**src/uart_lin_rx_pkg.sv**
```systemverilog
/*
  shared constants and carrier types of the lin-capable serial receive path.
  assumes one clock, the base clock, drives every user of this package.
*/
package uart_lin_rx_pkg;

  localparam int DATA_W         = 8;
  localparam int DIV_W          = 8;
  localparam int CNT_W          = DIV_W + 1;
  localparam int FIFO_DEPTH     = 4;

  localparam logic [7:0] DIV_MIN      = 8'h04;
  localparam logic [7:0] RX_BUF_RESET = 8'hff;

  // break field lengths in bit times
  localparam logic [4:0] BRK_TX_BASE  = 5'h0d;
  localparam logic [4:0] BRK_RX_MIN   = 5'h0b;
  localparam logic [4:0] BRK_CNT_MAX  = 5'h1f;

  // error status field positions
  localparam int ERR_OVERRUN_BIT = 0;
  localparam int ERR_PARITY_BIT  = 1;
  localparam int ERR_FRAMING_BIT = 2;

  // parity mode encodings
  localparam logic [1:0] PAR_NONE = 2'h0;
  localparam logic [1:0] PAR_ZERO = 2'h1;
  localparam logic [1:0] PAR_ODD  = 2'h2;
  localparam logic [1:0] PAR_EVEN = 2'h3;

  typedef struct packed {
    logic framing;
    logic parity;
    logic overrun;
  } rx_err_t;

  typedef struct packed {
    logic       port_power_on;
    logic       transmit_enable_bit;
    logic       receive_enable_bit;
    logic       error_irq_merge_bit;
    logic       char_len8;
    logic [1:0] parity_mode;
    logic [7:0] baud_divisor_field;
    logic [2:0] break_length_field;
  } serial_mode_t;

endpackage

```
**src/uart_lin_receive_and_break.sv**
```systemverilog
/*
  receive path of an asynchronous serial port with lin break send and
  break receive, error status, noise filter and a small receive queue.
  assumes clk_i is the base clock and all inputs are synchronous to it.
*/
// Notes on behaviour
// - reception samples the pin only with power and receive enable both set
// - falling edge starts counter; after divisor counts a low level is start
// - shift data at baud rate; at stop raise complete irq and store data
// - on overrun the new data is dropped and the old buffer stays
// - parity error waits for the stop position before the error irq
// - only one stop bit is checked; a second one is ignored
// - flag parity mismatch in odd and even modes only, missing stop bit, and frame ending with the receive queue full
// - error status holds overrun, parity, framing in bits 0 to 2
// - with merge bit 0, any error flag set by a frame raises the error irq
// - reading the error status clears it to zero, except an error set by a frame in the same cycle
// - merge bit 0 gives a separate error irq, 1 uses the complete irq
// - pin filtered by two agreeing base clock samples, three clocks of lag
// - power drives the transmit pin high; break trigger starts a break
// - break drives the pin low 13 to 20 bit times per length field
// - break end raises transmit complete and clears the trigger itself
// - break receive enable uses normal start bit detection
// - low of 11 bits or more: complete irq, clear break flag and enable
// - break receive suppresses error flags and never loads the buffer
// - low of 10 bits or less: no irq, break receive stays armed
// - separate 9-bit divisor counters for transmit and receive
// - bit time is twice the divisor in base clocks, divisor 4 to 255
// - receive counter cleared while disabled, runs one frame per start
`timescale 1ns/1ns
module uart_lin_receive_and_break #(
  parameter int FIFO_DEPTH = uart_lin_rx_pkg::FIFO_DEPTH
) (
  input  wire logic                          clk_i,
  input  wire logic                          rst_n_i,
  input  wire uart_lin_rx_pkg::serial_mode_t mode_i,
  input  wire logic                          break_tx_set_i,
  input  wire logic                          break_rx_enable_set_i,
  input  wire logic                          rx_status_read_i,
  input  wire logic                          rx_buffer_read_i,
  input  wire logic                          serial_in_pin_i,
  output logic                               serial_out_pin_o,
  output logic [7:0]                         receive_buffer_reg_o,
  output logic                               rx_buffer_valid_o,
  output uart_lin_rx_pkg::rx_err_t           rx_error_status_reg_o,
  output logic                               rx_complete_irq_o,
  output logic                               rx_error_irq_o,
  output logic                               tx_complete_irq_o,
  output logic                               break_tx_trigger_o,
  output logic                               break_rx_enable_o,
  output logic                               break_rx_flag_o
);
  typedef enum logic [2:0] {
    RX_IDLE, RX_START, RX_DATA, RX_PARITY, RX_STOP, RX_BREAK
  } rx_state_t;

  if (FIFO_DEPTH < 2) begin : g_fifo_chk
    $error("receive queue needs at least two words");
  end

  localparam int CW = uart_lin_rx_pkg::CNT_W;

  // noise filter
  logic samp0_q;
  logic samp1_q;
  logic filt_q;
  logic filt_prev_q;

  always_ff @(posedge clk_i or negedge rst_n_i) begin
    if (!rst_n_i) begin
      samp0_q     <= 1'b1;
      samp1_q     <= 1'b1;
      filt_q      <= 1'b1;
      filt_prev_q <= 1'b1;
    end else begin
      samp0_q     <= serial_in_pin_i;
      samp1_q     <= samp0_q;
      filt_prev_q <= filt_q;
      if (samp0_q == samp1_q) begin
        filt_q <= samp0_q;
      end
    end
  end

  // baud limits: half bit and full bit in base clocks
  logic [7:0]    div_eff;
  logic [CW-1:0] half_lim;
  logic [CW-1:0] full_lim;

  assign div_eff = (mode_i.baud_divisor_field < uart_lin_rx_pkg::DIV_MIN)
                   ? uart_lin_rx_pkg::DIV_MIN : mode_i.baud_divisor_field;
  assign half_lim = {1'b0, div_eff} - 9'h001;
  assign full_lim = {div_eff, 1'b0} - 9'h001;

  // receive sequencer
  logic          rx_on;
  rx_state_t     rx_state_q;
  logic [CW-1:0] rx_cnt_q;
  logic [2:0]    bit_idx_q;
  logic [7:0]    shift_q;
  logic          par_bit_q;
  logic [4:0]    low_cnt_q;
  logic          bit_tick;
  logic          start_tick;
  logic          frame_end;
  logic          brk_end;
  logic          brk_ok;
  logic          data_par;
  uart_lin_rx_pkg::rx_err_t new_err;
  logic          fifo_in_ready;
  logic          fifo_push;
  logic          brk_rx_en_q;

  assign rx_on      = mode_i.port_power_on && mode_i.receive_enable_bit;
  assign start_tick = (rx_state_q == RX_START) && (rx_cnt_q == half_lim);
  assign bit_tick   = (rx_cnt_q == full_lim);
  assign frame_end  = (rx_state_q == RX_STOP) && bit_tick;
  assign brk_end    = (rx_state_q == RX_BREAK) && bit_tick && filt_q;
  assign brk_ok     = low_cnt_q >= uart_lin_rx_pkg::BRK_RX_MIN;
  assign data_par   = ^(mode_i.char_len8 ? shift_q : {1'b0, shift_q[6:0]});

  always_ff @(posedge clk_i or negedge rst_n_i) begin
    if (!rst_n_i) begin
      rx_state_q <= RX_IDLE;
      rx_cnt_q   <= '0;
      bit_idx_q  <= '0;
      low_cnt_q  <= '0;
    end else if (!rx_on) begin
      rx_state_q <= RX_IDLE;
      rx_cnt_q   <= '0;
      bit_idx_q  <= '0;
      low_cnt_q  <= '0;
    end else begin
      if (rx_state_q == RX_IDLE || start_tick || bit_tick) begin
        rx_cnt_q <= '0;
      end else begin
        rx_cnt_q <= rx_cnt_q + 9'h001;
      end
      case (rx_state_q)
        RX_IDLE: begin
          if (filt_prev_q && !filt_q) begin
            rx_state_q <= RX_START;
          end
        end
        RX_START: begin
          if (start_tick) begin
            if (filt_q) begin
              rx_state_q <= RX_IDLE;
            end else if (brk_rx_en_q) begin
              rx_state_q <= RX_BREAK;
              low_cnt_q  <= 5'h01;
            end else begin
              rx_state_q <= RX_DATA;
              bit_idx_q  <= '0;
            end
          end
        end
        RX_DATA: begin
          if (bit_tick) begin
            bit_idx_q <= bit_idx_q + 3'h1;
            if (bit_idx_q == (mode_i.char_len8 ? 3'h7 : 3'h6)) begin
              rx_state_q <= (mode_i.parity_mode == uart_lin_rx_pkg::PAR_NONE)
                            ? RX_STOP : RX_PARITY;
            end
          end
        end
        RX_PARITY: begin
          if (bit_tick) begin
            rx_state_q <= RX_STOP;
          end
        end
        RX_STOP: begin
          if (bit_tick) begin
            rx_state_q <= RX_IDLE;
          end
        end
        RX_BREAK: begin
          if (bit_tick) begin
            if (filt_q) begin
              rx_state_q <= RX_IDLE;
            end else if (low_cnt_q != uart_lin_rx_pkg::BRK_CNT_MAX) begin
              low_cnt_q <= low_cnt_q + 5'h01;
            end
          end
        end
        default: rx_state_q <= RX_IDLE;
      endcase
    end
  end

  // data and parity capture
  always_ff @(posedge clk_i or negedge rst_n_i) begin
    if (!rst_n_i) begin
      shift_q   <= '0;
      par_bit_q <= 1'b0;
    end else begin
      if (start_tick) begin
        shift_q <= '0;
      end else if (rx_state_q == RX_DATA && bit_tick) begin
        shift_q[bit_idx_q] <= filt_q;
      end
      if (rx_state_q == RX_PARITY && bit_tick) begin
        par_bit_q <= filt_q;
      end
    end
  end

  // error causes at the stop position
  always_comb begin
    new_err = '0;
    if (frame_end) begin
      new_err.framing = !filt_q;
      new_err.overrun = !fifo_in_ready;
      case (mode_i.parity_mode)
        uart_lin_rx_pkg::PAR_ODD:  new_err.parity = !(data_par ^ par_bit_q);
        uart_lin_rx_pkg::PAR_EVEN: new_err.parity = data_par ^ par_bit_q;
        default:                   new_err.parity = 1'b0;
      endcase
    end
  end

  assign fifo_push = frame_end && fifo_in_ready;

  // error status, cleared by a read; a new error wins over the clear
  always_ff @(posedge clk_i or negedge rst_n_i) begin
    if (!rst_n_i) begin
      rx_error_status_reg_o <= '0;
    end else if (rx_status_read_i) begin
      rx_error_status_reg_o <= new_err;
    end else begin
      rx_error_status_reg_o <= rx_error_status_reg_o | new_err;
    end
  end

  // receive interrupts
  always_ff @(posedge clk_i or negedge rst_n_i) begin
    if (!rst_n_i) begin
      rx_complete_irq_o <= 1'b0;
      rx_error_irq_o    <= 1'b0;
    end else begin
      rx_complete_irq_o <= (frame_end && (new_err == '0
                            || mode_i.error_irq_merge_bit))
                           || (brk_end && brk_ok);
      rx_error_irq_o    <= frame_end && new_err != '0
                           && !mode_i.error_irq_merge_bit;
    end
  end

  // break receive enable and flag
  always_ff @(posedge clk_i or negedge rst_n_i) begin
    if (!rst_n_i) begin
      brk_rx_en_q     <= 1'b0;
      break_rx_flag_o <= 1'b0;
    end else begin
      if (!rx_on) begin
        brk_rx_en_q <= 1'b0;
      end else if (brk_end && brk_ok) begin
        brk_rx_en_q <= 1'b0;
      end else if (break_rx_enable_set_i) begin
        brk_rx_en_q <= 1'b1;
      end
      if (!rx_on || (brk_end && brk_ok)) begin
        break_rx_flag_o <= 1'b0;
      end else if (rx_state_q == RX_BREAK && low_cnt_q >=
                   uart_lin_rx_pkg::BRK_RX_MIN) begin
        break_rx_flag_o <= 1'b1;
      end
    end
  end

  assign break_rx_enable_o = brk_rx_en_q;

  // receive queue and receive buffer stage
  logic       fifo_out_valid;
  logic [7:0] fifo_out_data;
  logic       fifo_pop;

  assign fifo_pop = fifo_out_valid && (!rx_buffer_valid_o || rx_buffer_read_i);

  rx_fifo #(
    .WIDTH (uart_lin_rx_pkg::DATA_W),
    .DEPTH (FIFO_DEPTH)
  ) u_rx_fifo (
    .clk_i       (clk_i),
    .rst_n_i     (rst_n_i),
    .in_valid_i  (fifo_push),
    .in_ready_o  (fifo_in_ready),
    .in_data_i   (shift_q),
    .out_valid_o (fifo_out_valid),
    .out_ready_i (fifo_pop),
    .out_data_o  (fifo_out_data)
  );

  always_ff @(posedge clk_i or negedge rst_n_i) begin
    if (!rst_n_i) begin
      receive_buffer_reg_o <= uart_lin_rx_pkg::RX_BUF_RESET;
      rx_buffer_valid_o    <= 1'b0;
    end else if (fifo_pop) begin
      receive_buffer_reg_o <= fifo_out_data;
      rx_buffer_valid_o    <= 1'b1;
    end else if (rx_buffer_read_i) begin
      rx_buffer_valid_o    <= 1'b0;
    end
  end

  // break transmit
  logic          tx_on;
  logic [CW-1:0] tx_cnt_q;
  logic [4:0]    tx_bits_q;
  logic [4:0]    brk_len;
  logic          tx_brk_last;
  logic          trig_d;

  assign tx_on       = mode_i.port_power_on && mode_i.transmit_enable_bit;
  assign brk_len     = uart_lin_rx_pkg::BRK_TX_BASE
                       + {2'b00, mode_i.break_length_field};
  assign tx_brk_last = break_tx_trigger_o && tx_cnt_q == full_lim
                       && tx_bits_q == brk_len - 5'h01;
  assign trig_d      = tx_on && !tx_brk_last
                       && (break_tx_trigger_o || break_tx_set_i);

  always_ff @(posedge clk_i or negedge rst_n_i) begin
    if (!rst_n_i) begin
      tx_cnt_q  <= '0;
      tx_bits_q <= '0;
    end else if (!break_tx_trigger_o) begin
      tx_cnt_q  <= '0;
      tx_bits_q <= '0;
    end else if (tx_cnt_q == full_lim) begin
      tx_cnt_q  <= '0;
      tx_bits_q <= tx_bits_q + 5'h01;
    end else begin
      tx_cnt_q  <= tx_cnt_q + 9'h001;
    end
  end

  always_ff @(posedge clk_i or negedge rst_n_i) begin
    if (!rst_n_i) begin
      break_tx_trigger_o <= 1'b0;
      serial_out_pin_o   <= 1'b0;
      tx_complete_irq_o  <= 1'b0;
    end else begin
      break_tx_trigger_o <= trig_d;
      serial_out_pin_o   <= mode_i.port_power_on && !trig_d;
      tx_complete_irq_o  <= tx_brk_last && tx_on;
    end
  end

  filter_lag_a:
    assert property (@(posedge clk_i) disable iff (!rst_n_i)
      (samp0_q == samp1_q) |=> filt_q == $past(samp0_q))
    else $error("filter did not follow two agreeing samples");

  rx_hold_clr_a:
    assert property (@(posedge clk_i) disable iff (!rst_n_i)
      !rx_on |=> rx_cnt_q == '0 && rx_state_q == RX_IDLE)
    else $error("receive counter not held while disabled");

  status_clear_a:
    assert property (@(posedge clk_i) disable iff (!rst_n_i)
      rx_status_read_i && new_err == '0 |=> rx_error_status_reg_o == '0)
    else $error("error status not cleared by read");

  err_irq_cause_a:
    assert property (@(posedge clk_i) disable iff (!rst_n_i)
      rx_error_irq_o |-> rx_error_status_reg_o != '0
                         && !$past(mode_i.error_irq_merge_bit))
    else $error("error irq without a flag or while merged");

  overrun_drop_a:
    assert property (@(posedge clk_i) disable iff (!rst_n_i)
      frame_end && !fifo_in_ready |-> !fifo_push
                                      ##1 rx_error_status_reg_o.overrun)
    else $error("overrun frame stored or not flagged");

  brk_no_load_a:
    assert property (@(posedge clk_i) disable iff (!rst_n_i)
      rx_state_q == RX_BREAK && !rx_status_read_i |-> !fifo_push
        ##1 rx_error_status_reg_o == $past(rx_error_status_reg_o))
    else $error("break reception loaded data or flagged an error");

  brk_short_a:
    assert property (@(posedge clk_i) disable iff (!rst_n_i)
      brk_end && !brk_ok |=> !rx_complete_irq_o && brk_rx_en_q)
    else $error("short break raised irq or dropped enable");

  brk_tx_low_a:
    assert property (@(posedge clk_i) disable iff (!rst_n_i)
      break_tx_trigger_o |-> !serial_out_pin_o)
    else $error("transmit pin high during break");

  brk_tx_end_a:
    assert property (@(posedge clk_i) disable iff (!rst_n_i)
      $fell(break_tx_trigger_o) && $past(tx_on) |-> tx_complete_irq_o)
    else $error("break end without transmit complete");

endmodule // uart_lin_receive_and_break

```
**src/rx_fifo.sv**
```systemverilog
/*
  small first-in first-out store with valid and ready on both sides.
  assumes a single clock and an active-low asynchronous reset.
*/
`timescale 1ns/1ns
module rx_fifo #(
  parameter int WIDTH = 8,
  parameter int DEPTH = 4
) (
  input  wire logic             clk_i,
  input  wire logic             rst_n_i,
  input  wire logic             in_valid_i,
  output logic                  in_ready_o,
  input  wire logic [WIDTH-1:0] in_data_i,
  output logic                  out_valid_o,
  input  wire logic             out_ready_i,
  output logic      [WIDTH-1:0] out_data_o
);
  localparam int AW = (DEPTH > 1) ? $clog2(DEPTH) : 1;

  if (DEPTH < 2 || (DEPTH & (DEPTH - 1)) != 0) begin : g_depth_chk
    $error("rx_fifo depth must be a power of two of at least 2");
  end

  logic [WIDTH-1:0] mem_q [DEPTH];
  logic [AW:0]      wr_ptr_q;
  logic [AW:0]      rd_ptr_q;
  logic             push;
  logic             pop;

  assign in_ready_o  = (wr_ptr_q ^ rd_ptr_q) != {1'b1, {AW{1'b0}}};
  assign out_valid_o = wr_ptr_q != rd_ptr_q;
  assign out_data_o  = mem_q[rd_ptr_q[AW-1:0]];
  assign push        = in_valid_i && in_ready_o;
  assign pop         = out_valid_o && out_ready_i;

  always_ff @(posedge clk_i) begin
    if (push) begin
      mem_q[wr_ptr_q[AW-1:0]] <= in_data_i;
    end
  end

  always_ff @(posedge clk_i or negedge rst_n_i) begin
    if (!rst_n_i) begin
      wr_ptr_q <= '0;
      rd_ptr_q <= '0;
    end else begin
      if (push) begin
        wr_ptr_q <= wr_ptr_q + 1'b1;
      end
      if (pop) begin
        rd_ptr_q <= rd_ptr_q + 1'b1;
      end
    end
  end

  full_block_a:
    assert property (@(posedge clk_i) disable iff (!rst_n_i)
      !in_ready_o && !pop |=> !in_ready_o)
    else $error("fifo left full without a pop");

endmodule // rx_fifo

```
**config.mk**
```make
export PLATFORM = sky130hd
export DESIGN_NAME = uart_lin_receive_and_break
export DESIGN_NICKNAME = d
export VERILOG_FILES = /design/src/uart_lin_rx_pkg.sv /design/src/uart_lin_receive_and_break.sv /design/src/rx_fifo.sv
export SDC_FILE = /design/constraint.sdc
export NUM_CORES = 1
export LEC_CHECK = 0
export ABC_CLOCK_PERIOD_IN_PS = 6500
export BUFFER_PORTS_ARGS = -buffer_cell sky130_fd_sc_hd__buf_2
export CAP_MARGIN = 30
export CORE_AREA = 2 2 100 102
export CTS_CLUSTER_SIZE = 8
export DETAILED_ROUTE_END_ITERATION = 8
export DIE_AREA = 0 0 102 104
export PLACE_DENSITY = 0.78
export SLEW_MARGIN = 20
export SYNTH_ARGS = -nofsm -noshare
export SYNTH_HDL_FRONTEND = slang
export SYNTH_HIERARCHICAL = 1
export SYNTH_SLANG_ARGS = --single-unit
```
**constraint.sdc**
```tcl
create_clock -name clk_i -period 6.5 [get_ports clk_i]
set_input_delay 0.325 -clock clk_i [delete_from_list [all_inputs] [get_ports clk_i]]
set_output_delay 0.325 -clock clk_i [all_outputs]
set_load 0.02 [all_outputs]
```
---- Word-level counts from Yosys, hierarchy flattened ----
Memory sizes are Yosys's and may differ from the RTL's. A register that Yosys moved wholly into a read port is not among the register bits.
Cells that the tools add are included.
cells by class
  $add $sub $neg .......................... 11
  order comparisons ....................... 4
  equality and inequality tests ........... 33
  multiplexer cells ....................... 53
  bitwise operators ....................... 3
  reduce and logical (&&, ||, !) cells .... 52
operator list
  operator                                                                       number
  3-bit two-way mux                                                              19
  5-bit two-way mux                                                              9
  3-bit != test (second input constant)                                          13
  9-bit two-way mux                                                              4
  8-bit two-way mux                                                              4
  9-bit equality test                                                            3
  1-bit logical AND                                                              25
  9-bit by 1-bit adder with 9-bit output (second input constant)                 2
  3-bit one-hot mux with 6 select lines                                          1
  1-bit two-way mux                                                              11
  5-bit by 1-bit adder with 5-bit output (second input constant)                 2
  5-bit one-hot mux with 2 select lines                                          1
  3-bit by 1-bit adder with 3-bit output (second input constant)                 3
  1-bit zero test                                                                9
  8-bit by 1-bit subtractor with 9-bit output (second input constant)            1
  9-bit by 1-bit subtractor with 9-bit output (second input constant)            1
  8-bit bitwise mux                                                              1
  8-bit by 3-bit less-than comparator with 1-bit output (second input constant)  1
  8-bit AND reduction                                                            1
  8-bit parity                                                                   1
  1-bit logical OR                                                               7
  7-bit AND reduction                                                            1
  3-bit by 2-bit equality test with 1-bit output (second input constant)         2
  3-bit equality test (second input constant)                                    2
  26 further kinds                                                               32
storage, ports and cells
  flip-flop bits (word level) ............. 64
  RAM bits ................................ 32
  bits of input ports ..................... 25
  output and inout bits ................... 19
  word-level logic and storage cells ...... 182
  memories kept ........................... 1
memories
  name             depth  width  read ports  clocked after memory_dff  write ports  RTL line       RTL
  u_rx_fifo.mem_q  4      8      1           1                         1            rx_fifo.sv:25  logic [WIDTH-1:0] mem_q [DEPTH];

---- Longest topological paths before layout ----
  depth after elaboration ................. 11
  gate-level depth with buffers ........... 14
  gate-level depth less buffers ........... 13

---- Cells and area by module ----
Netlist, hierarchy kept.
modules (own cells, without submodules)
  module                      times used  cells an instance  area an instance (µm²)  seq. area each (µm²)
  uart_lin_receive_and_break  1           421                3968.8                  1666.6
  rx_fifo                     1           87                 1604.0                  1111.1

---- Least setup slack after synthesis ----
No wires, ideal clock.
  kind .................................... in2reg
  from .................................... input mode_i[10] in the netlist's numbering
  to ...................................... memory u_rx_fifo.mem_q[0][0], enable pin
  library setup time ...................... 0.332 ns
  data arrival time ....................... 3.716 ns
  path slack .............................. 2.452 ns
  stages on the path ...................... 12
  path buffers ............................ 1
  path through ............................ clkbuf_1 or4_1 o21ai_1 ha_1 or3b_1 or3_4 and3_1 nor4_2 and3_1 nand3_1 nor2_1 and3_1
between the ends
  word-level cells in the longest chain between the ends .. 9
RTL lines
  element                                                RTL line                           RTL
  from (decl)                                            uart_lin_receive_and_break.sv:35   input wire uart_lin_rx_pkg::serial_mode_t mode_i,
  8-bit by 3-bit less-than comparator with 1-bit output  uart_lin_receive_and_break.sv:89   assign div_eff = (mode_i.baud_divisor_field < uart_lin_rx_pkg::DIV_MIN)
  8-bit two-way mux *                                    uart_lin_receive_and_break.sv:90   ? uart_lin_rx_pkg::DIV_MIN : mode_i.baud_divisor_field;
  9-bit by 1-bit subtractor with 9-bit output *          uart_lin_receive_and_break.sv:92   assign full_lim = {div_eff, 1'b0} - 9'h001;
  9-bit equality test *                                  uart_lin_receive_and_break.sv:115  assign bit_tick = (rx_cnt_q == full_lim);
  1-bit logical AND *                                    uart_lin_receive_and_break.sv:116  assign frame_end = (rx_state_q == RX_STOP) && bit_tick;
  1-bit logical AND *                                    uart_lin_receive_and_break.sv:221  assign fifo_push = frame_end && fifo_in_ready;
  net fifo_push                                          uart_lin_receive_and_break.sv:110  logic fifo_push;
  1-bit logical AND *                                    rx_fifo.sv:34                      assign push = in_valid_i && in_ready_o;
  1-bit two-way mux *                                    rx_fifo.sv:38                      if (push) begin
  1-bit two-way mux (implied by the code) *              rx_fifo.sv:39                      mem_q[wr_ptr_q[AW-1:0]] <= in_data_i;
  to (decl)                                              rx_fifo.sv:25
The timed path passes the listed nets; every way through them passes the cells marked *.

---- Final worst setup path ----
  from .................................... input mode_i[7] in the netlist's numbering
  to ...................................... memory u_rx_fifo.mem_q[0][6], enable pin
The elaborated chain is that of the path after synthesis.

==> results_dict.tcl <==
set metrics [dict create \
    grt_use_met3_pct 3.226 \
    synth_commonest_cells "dfrtp_1, nor2_1, edfxtp_1" \
    p_comb_share_pct 7.0 \
    worst_hold_startpoint "serial_in_pin_i" \
    synth.distinct_cells 63 \
    floorplan.initialDensity_pct 58.36 \
    grt_pass1_wl_mm 18.63 \
    vias 4010 \
    power.density_nw_per_um2 193.7 \
    netlist_area_um2 5573 \
    worstReg2RegEnd "low_cnt_q[4]" \
    grt.busiest_layer "met2" \
    path_clk_slew_ns 0.12 \
    final_cell_count_no_fill 685 \
    clock_path_buffers 2 \
    clock-sinks 104 \
    post-route-util_pct 64.30 \
    num_antenna_cells 0 \
    grt.overflow.total 0 \
    ant_nets 0 \
    grt_pass1_vias 3958 \
    drt_iter0_markers 268 \
    syn-num-nets 545 \
    synth-seq-area-share_pct 49.84 \
    cts_resized 0 \
    ff2ff_path_depth 8 \
    cts_root_buf "clkbuf_8" \
    die_w_um 102 \
    coreArea_um2 9549 \
    swShare_pct 26.84 \
    gp_congestion 0.8982 \
    maxCapViolCount 0 \
    worst-path-max-fanout 13 \
    timing.hold.ws_ns 0.04040 \
    setup_ws_ns 2.133 \
    crit_required_ns 6.53 \
    synth_edf_count 32 \
    cts_buffers 9 \
    first_pass_iters 5 \
    rsz0062_at_grt "no" \
    route.detailed.wl_per_inst_um 16.00 \
    drc_errors 0 \
    port_buffers 43 \
    fin_crit_sh_pct 67.18 \
    grt_util_met1_pct 28.83 \
    relSlewSlack_pct 51.94 \
    multi_input_area_um2 2660 \
    ios 44 \
    regArea_um2 2778 \
    antenna_found_initial 0 \
    vdd_drop_max_mv 0.1619 \
    worst_setup_path_end_kind "register" \
    yosysMostFrequentCell "dfrtp_1" \
    grt_use_total_pct 21.89 \
    post_cts_buffers 0 \
    cts_max_level 3 \
    power.net_switching_w 0.0003192 \
    finalHoldViolations 0 \
    tightest_slew_ns 0.7209 \
    synth-seq-cells 104 \
    finalSetupTns_ns 0 \
    r2r_start "rx_state_q[2]" \
    hold_end "samp0_q" \
    async_reset_ff_share_pct 69.23 \
    min_path_type "in2reg" \
    startpoint "mode_i[7]" \
    grt_max_degree 73 \
    fin_skew_ns 0.008811 \
    finalSetupViolations 0 \
    yosys_warnings 6 \
    yosysTopAreaCellShare_pct 26.94 \
    clock.fmax_mhz 229.0 \
    row_count 36 \
    die_y_um 104 \
    post-dp-hpwl_mm 7.949 \
    syn_inst 508 \
    final_nets 584 \
    timing.final.crit_period_ns 4.367 \
    hold_depth 1 \
    via_per_inst 5.854 \
    intPower_w 0.0008701 \
    fillers 800 \
    post-place-ws_ns 1.762 \
    path_class "in2reg" \
    clkLatencyLatePin_ns 0.37 \
    slew_viol_final 0 \
    cts_tree "yes" \
    grtUsageMet2_pct 36.51 \
    syn2layout_area_growth_pct 10.17 \
    die_area_um2 10610 \
    reg2reg_setup_slack_ns 3.00 \
    finalWirelength_mm 10.96 \
    synth_area_leaders "dfrtp_1, edfxtp_1, dfstp_2" \
    yosysTopAreaCell "dfrtp_1" \
    p_clk_share_pct 35.0 \
    cp-start-kind "input pin" \
    pwr-share-seq_pct 57.9 \
    synth_ff_type "dfrtp_1" \
    drive_gt1_share_pct 18.12 \
    dp.cells 667 \
    status "complete, no violations" \
    synth.avg_cell_area_um2 10.97 \
    worst_ep_arrival_time_ns 4.40 \
    leakagePower_nw 2.617 \
]
==> cells by family (layout without fill, tap and decap cells) <==
kind of cell	count (synthesis)	after routing	share of synthesized area (%)
flip-flops	104	104	49.84
adder cells (fa/ha/maj)	13	13	2.874
buffers and inverters	34	78	2.425
AND/OR/NAND/NOR	188	188	18.28
AO/OA/AOI/OAI	86	86	10.48
multiplexers	29	29	7.230
XOR/XNOR	54	54	8.868
==> power by group through the flow <==
| stage | Combinational (W) | Sequential, W | Clock [W] |
|---|---|---|---|
| 3_5_place_dp | 0.0000813 | 0.000702 | 0 |
| 3_3_place_gp | 0.0000792 | 0.000701 | 0 |
| 4_1_cts | 0.0000817 | 0.000689 | 0.000426 |
| 6_report | 0.0000838 | 0.000689 | 0.000416 |
| 2_1_floorplan | 0.0000499 | 0.000699 | 0 |
| 5_1_grt | 0.0000935 | 0.000690 | 0.000456 |
==> area by class of cell <==
cell class	instances	area share (%)
Timing Repair Buffer	46	4.239
Clock buffer	9	2.018
Inverter	16	0.9782
Sequential cell	104	45.24
Tap cell	133	2.710
Multi-Input combinational cell	370	43.33
Clock inverter	7	1.488
==> worst max-delay path, cell delays in order <==
cell and delay (ns):
buf_2 0.15, or4_1 0.54, o21ai_1 0.28, ha_1 0.50
or3b_1 0.41, or3_4 0.40, and3_1 0.19, nor4_2 0.29
and3_1 0.25, nand3_1 0.21, nor2_1 0.38, and3_1 0.47
==> flip-flops by register name, summed over array words and instances (netlist names), 3 cells and up <==
name                   cells
rx_cnt_q                   9
low_cnt_q                  5
tx_bits_q                  5
bit_idx_q                  3
shift_q                    8
rx_error_status_reg_o      3
u_rx_fifo/wr_ptr_q         3
receive_buffer_reg_o       8
tx_cnt_q                   9
u_rx_fifo/rd_ptr_q         3
u_rx_fifo/mem_q           32
rx_state_q                 3
==> repair_timing <==
action,in CTS,in global routing
endpoints found under the setup margin,0,0
hold buffers,0,1
hold endpoints to repair,0,8
==> metrics by stage <==
stage               total power [W]  instance area (um2)
finish                     0.001189                 6140
floorplan                 0.0007492                 5573
detailed placement        0.0007830                 5887
global placement          0.0007805                 5887
CTS                        0.001196                 6102
global route               0.001240                 6140
==> worst max path at each step <==
stage / endpoint
after floorplan: u_rx_fifo/mem_q[0][0]
after global placement: u_rx_fifo/mem_q[1][4]
after detailed placement: u_rx_fifo/mem_q[2][2]
after CTS: u_rx_fifo/mem_q[2][3]
after global routing: u_rx_fifo/mem_q[1][0]
final: u_rx_fifo/mem_q[0][6]
==> per-layer routing <==
metal / up-vias / wire, um
li1: 1922 / -
met1: 1951 / 4758
met2: 114 / 5560
met3: 23 / 397
met4: 0 / 241
met5: - / 0
==> cell usage in the layout (no fill, tap or decap), types with 7 or more instances in the layout <==
cell type,n
a21oi_1,22
and2_1,7
and3_1,22
buf_2,43
clkbuf_8,9
dfrtp_1,60
dfstp_2,12
edfxtp_1,32
ha_1,12
inv_1,16
mux2_2,8
mux2i_1,11
mux4_2,8
nand2_1,22
nand2b_1,9
nand3_1,21
nor2_1,51
nor3_1,9
o21ai_0,9
o22ai_1,7
o31ai_1,9
or3_1,8
xnor2_1,29
xor2_1,23
Note: power is estimated with default switching activity, not from simulation.
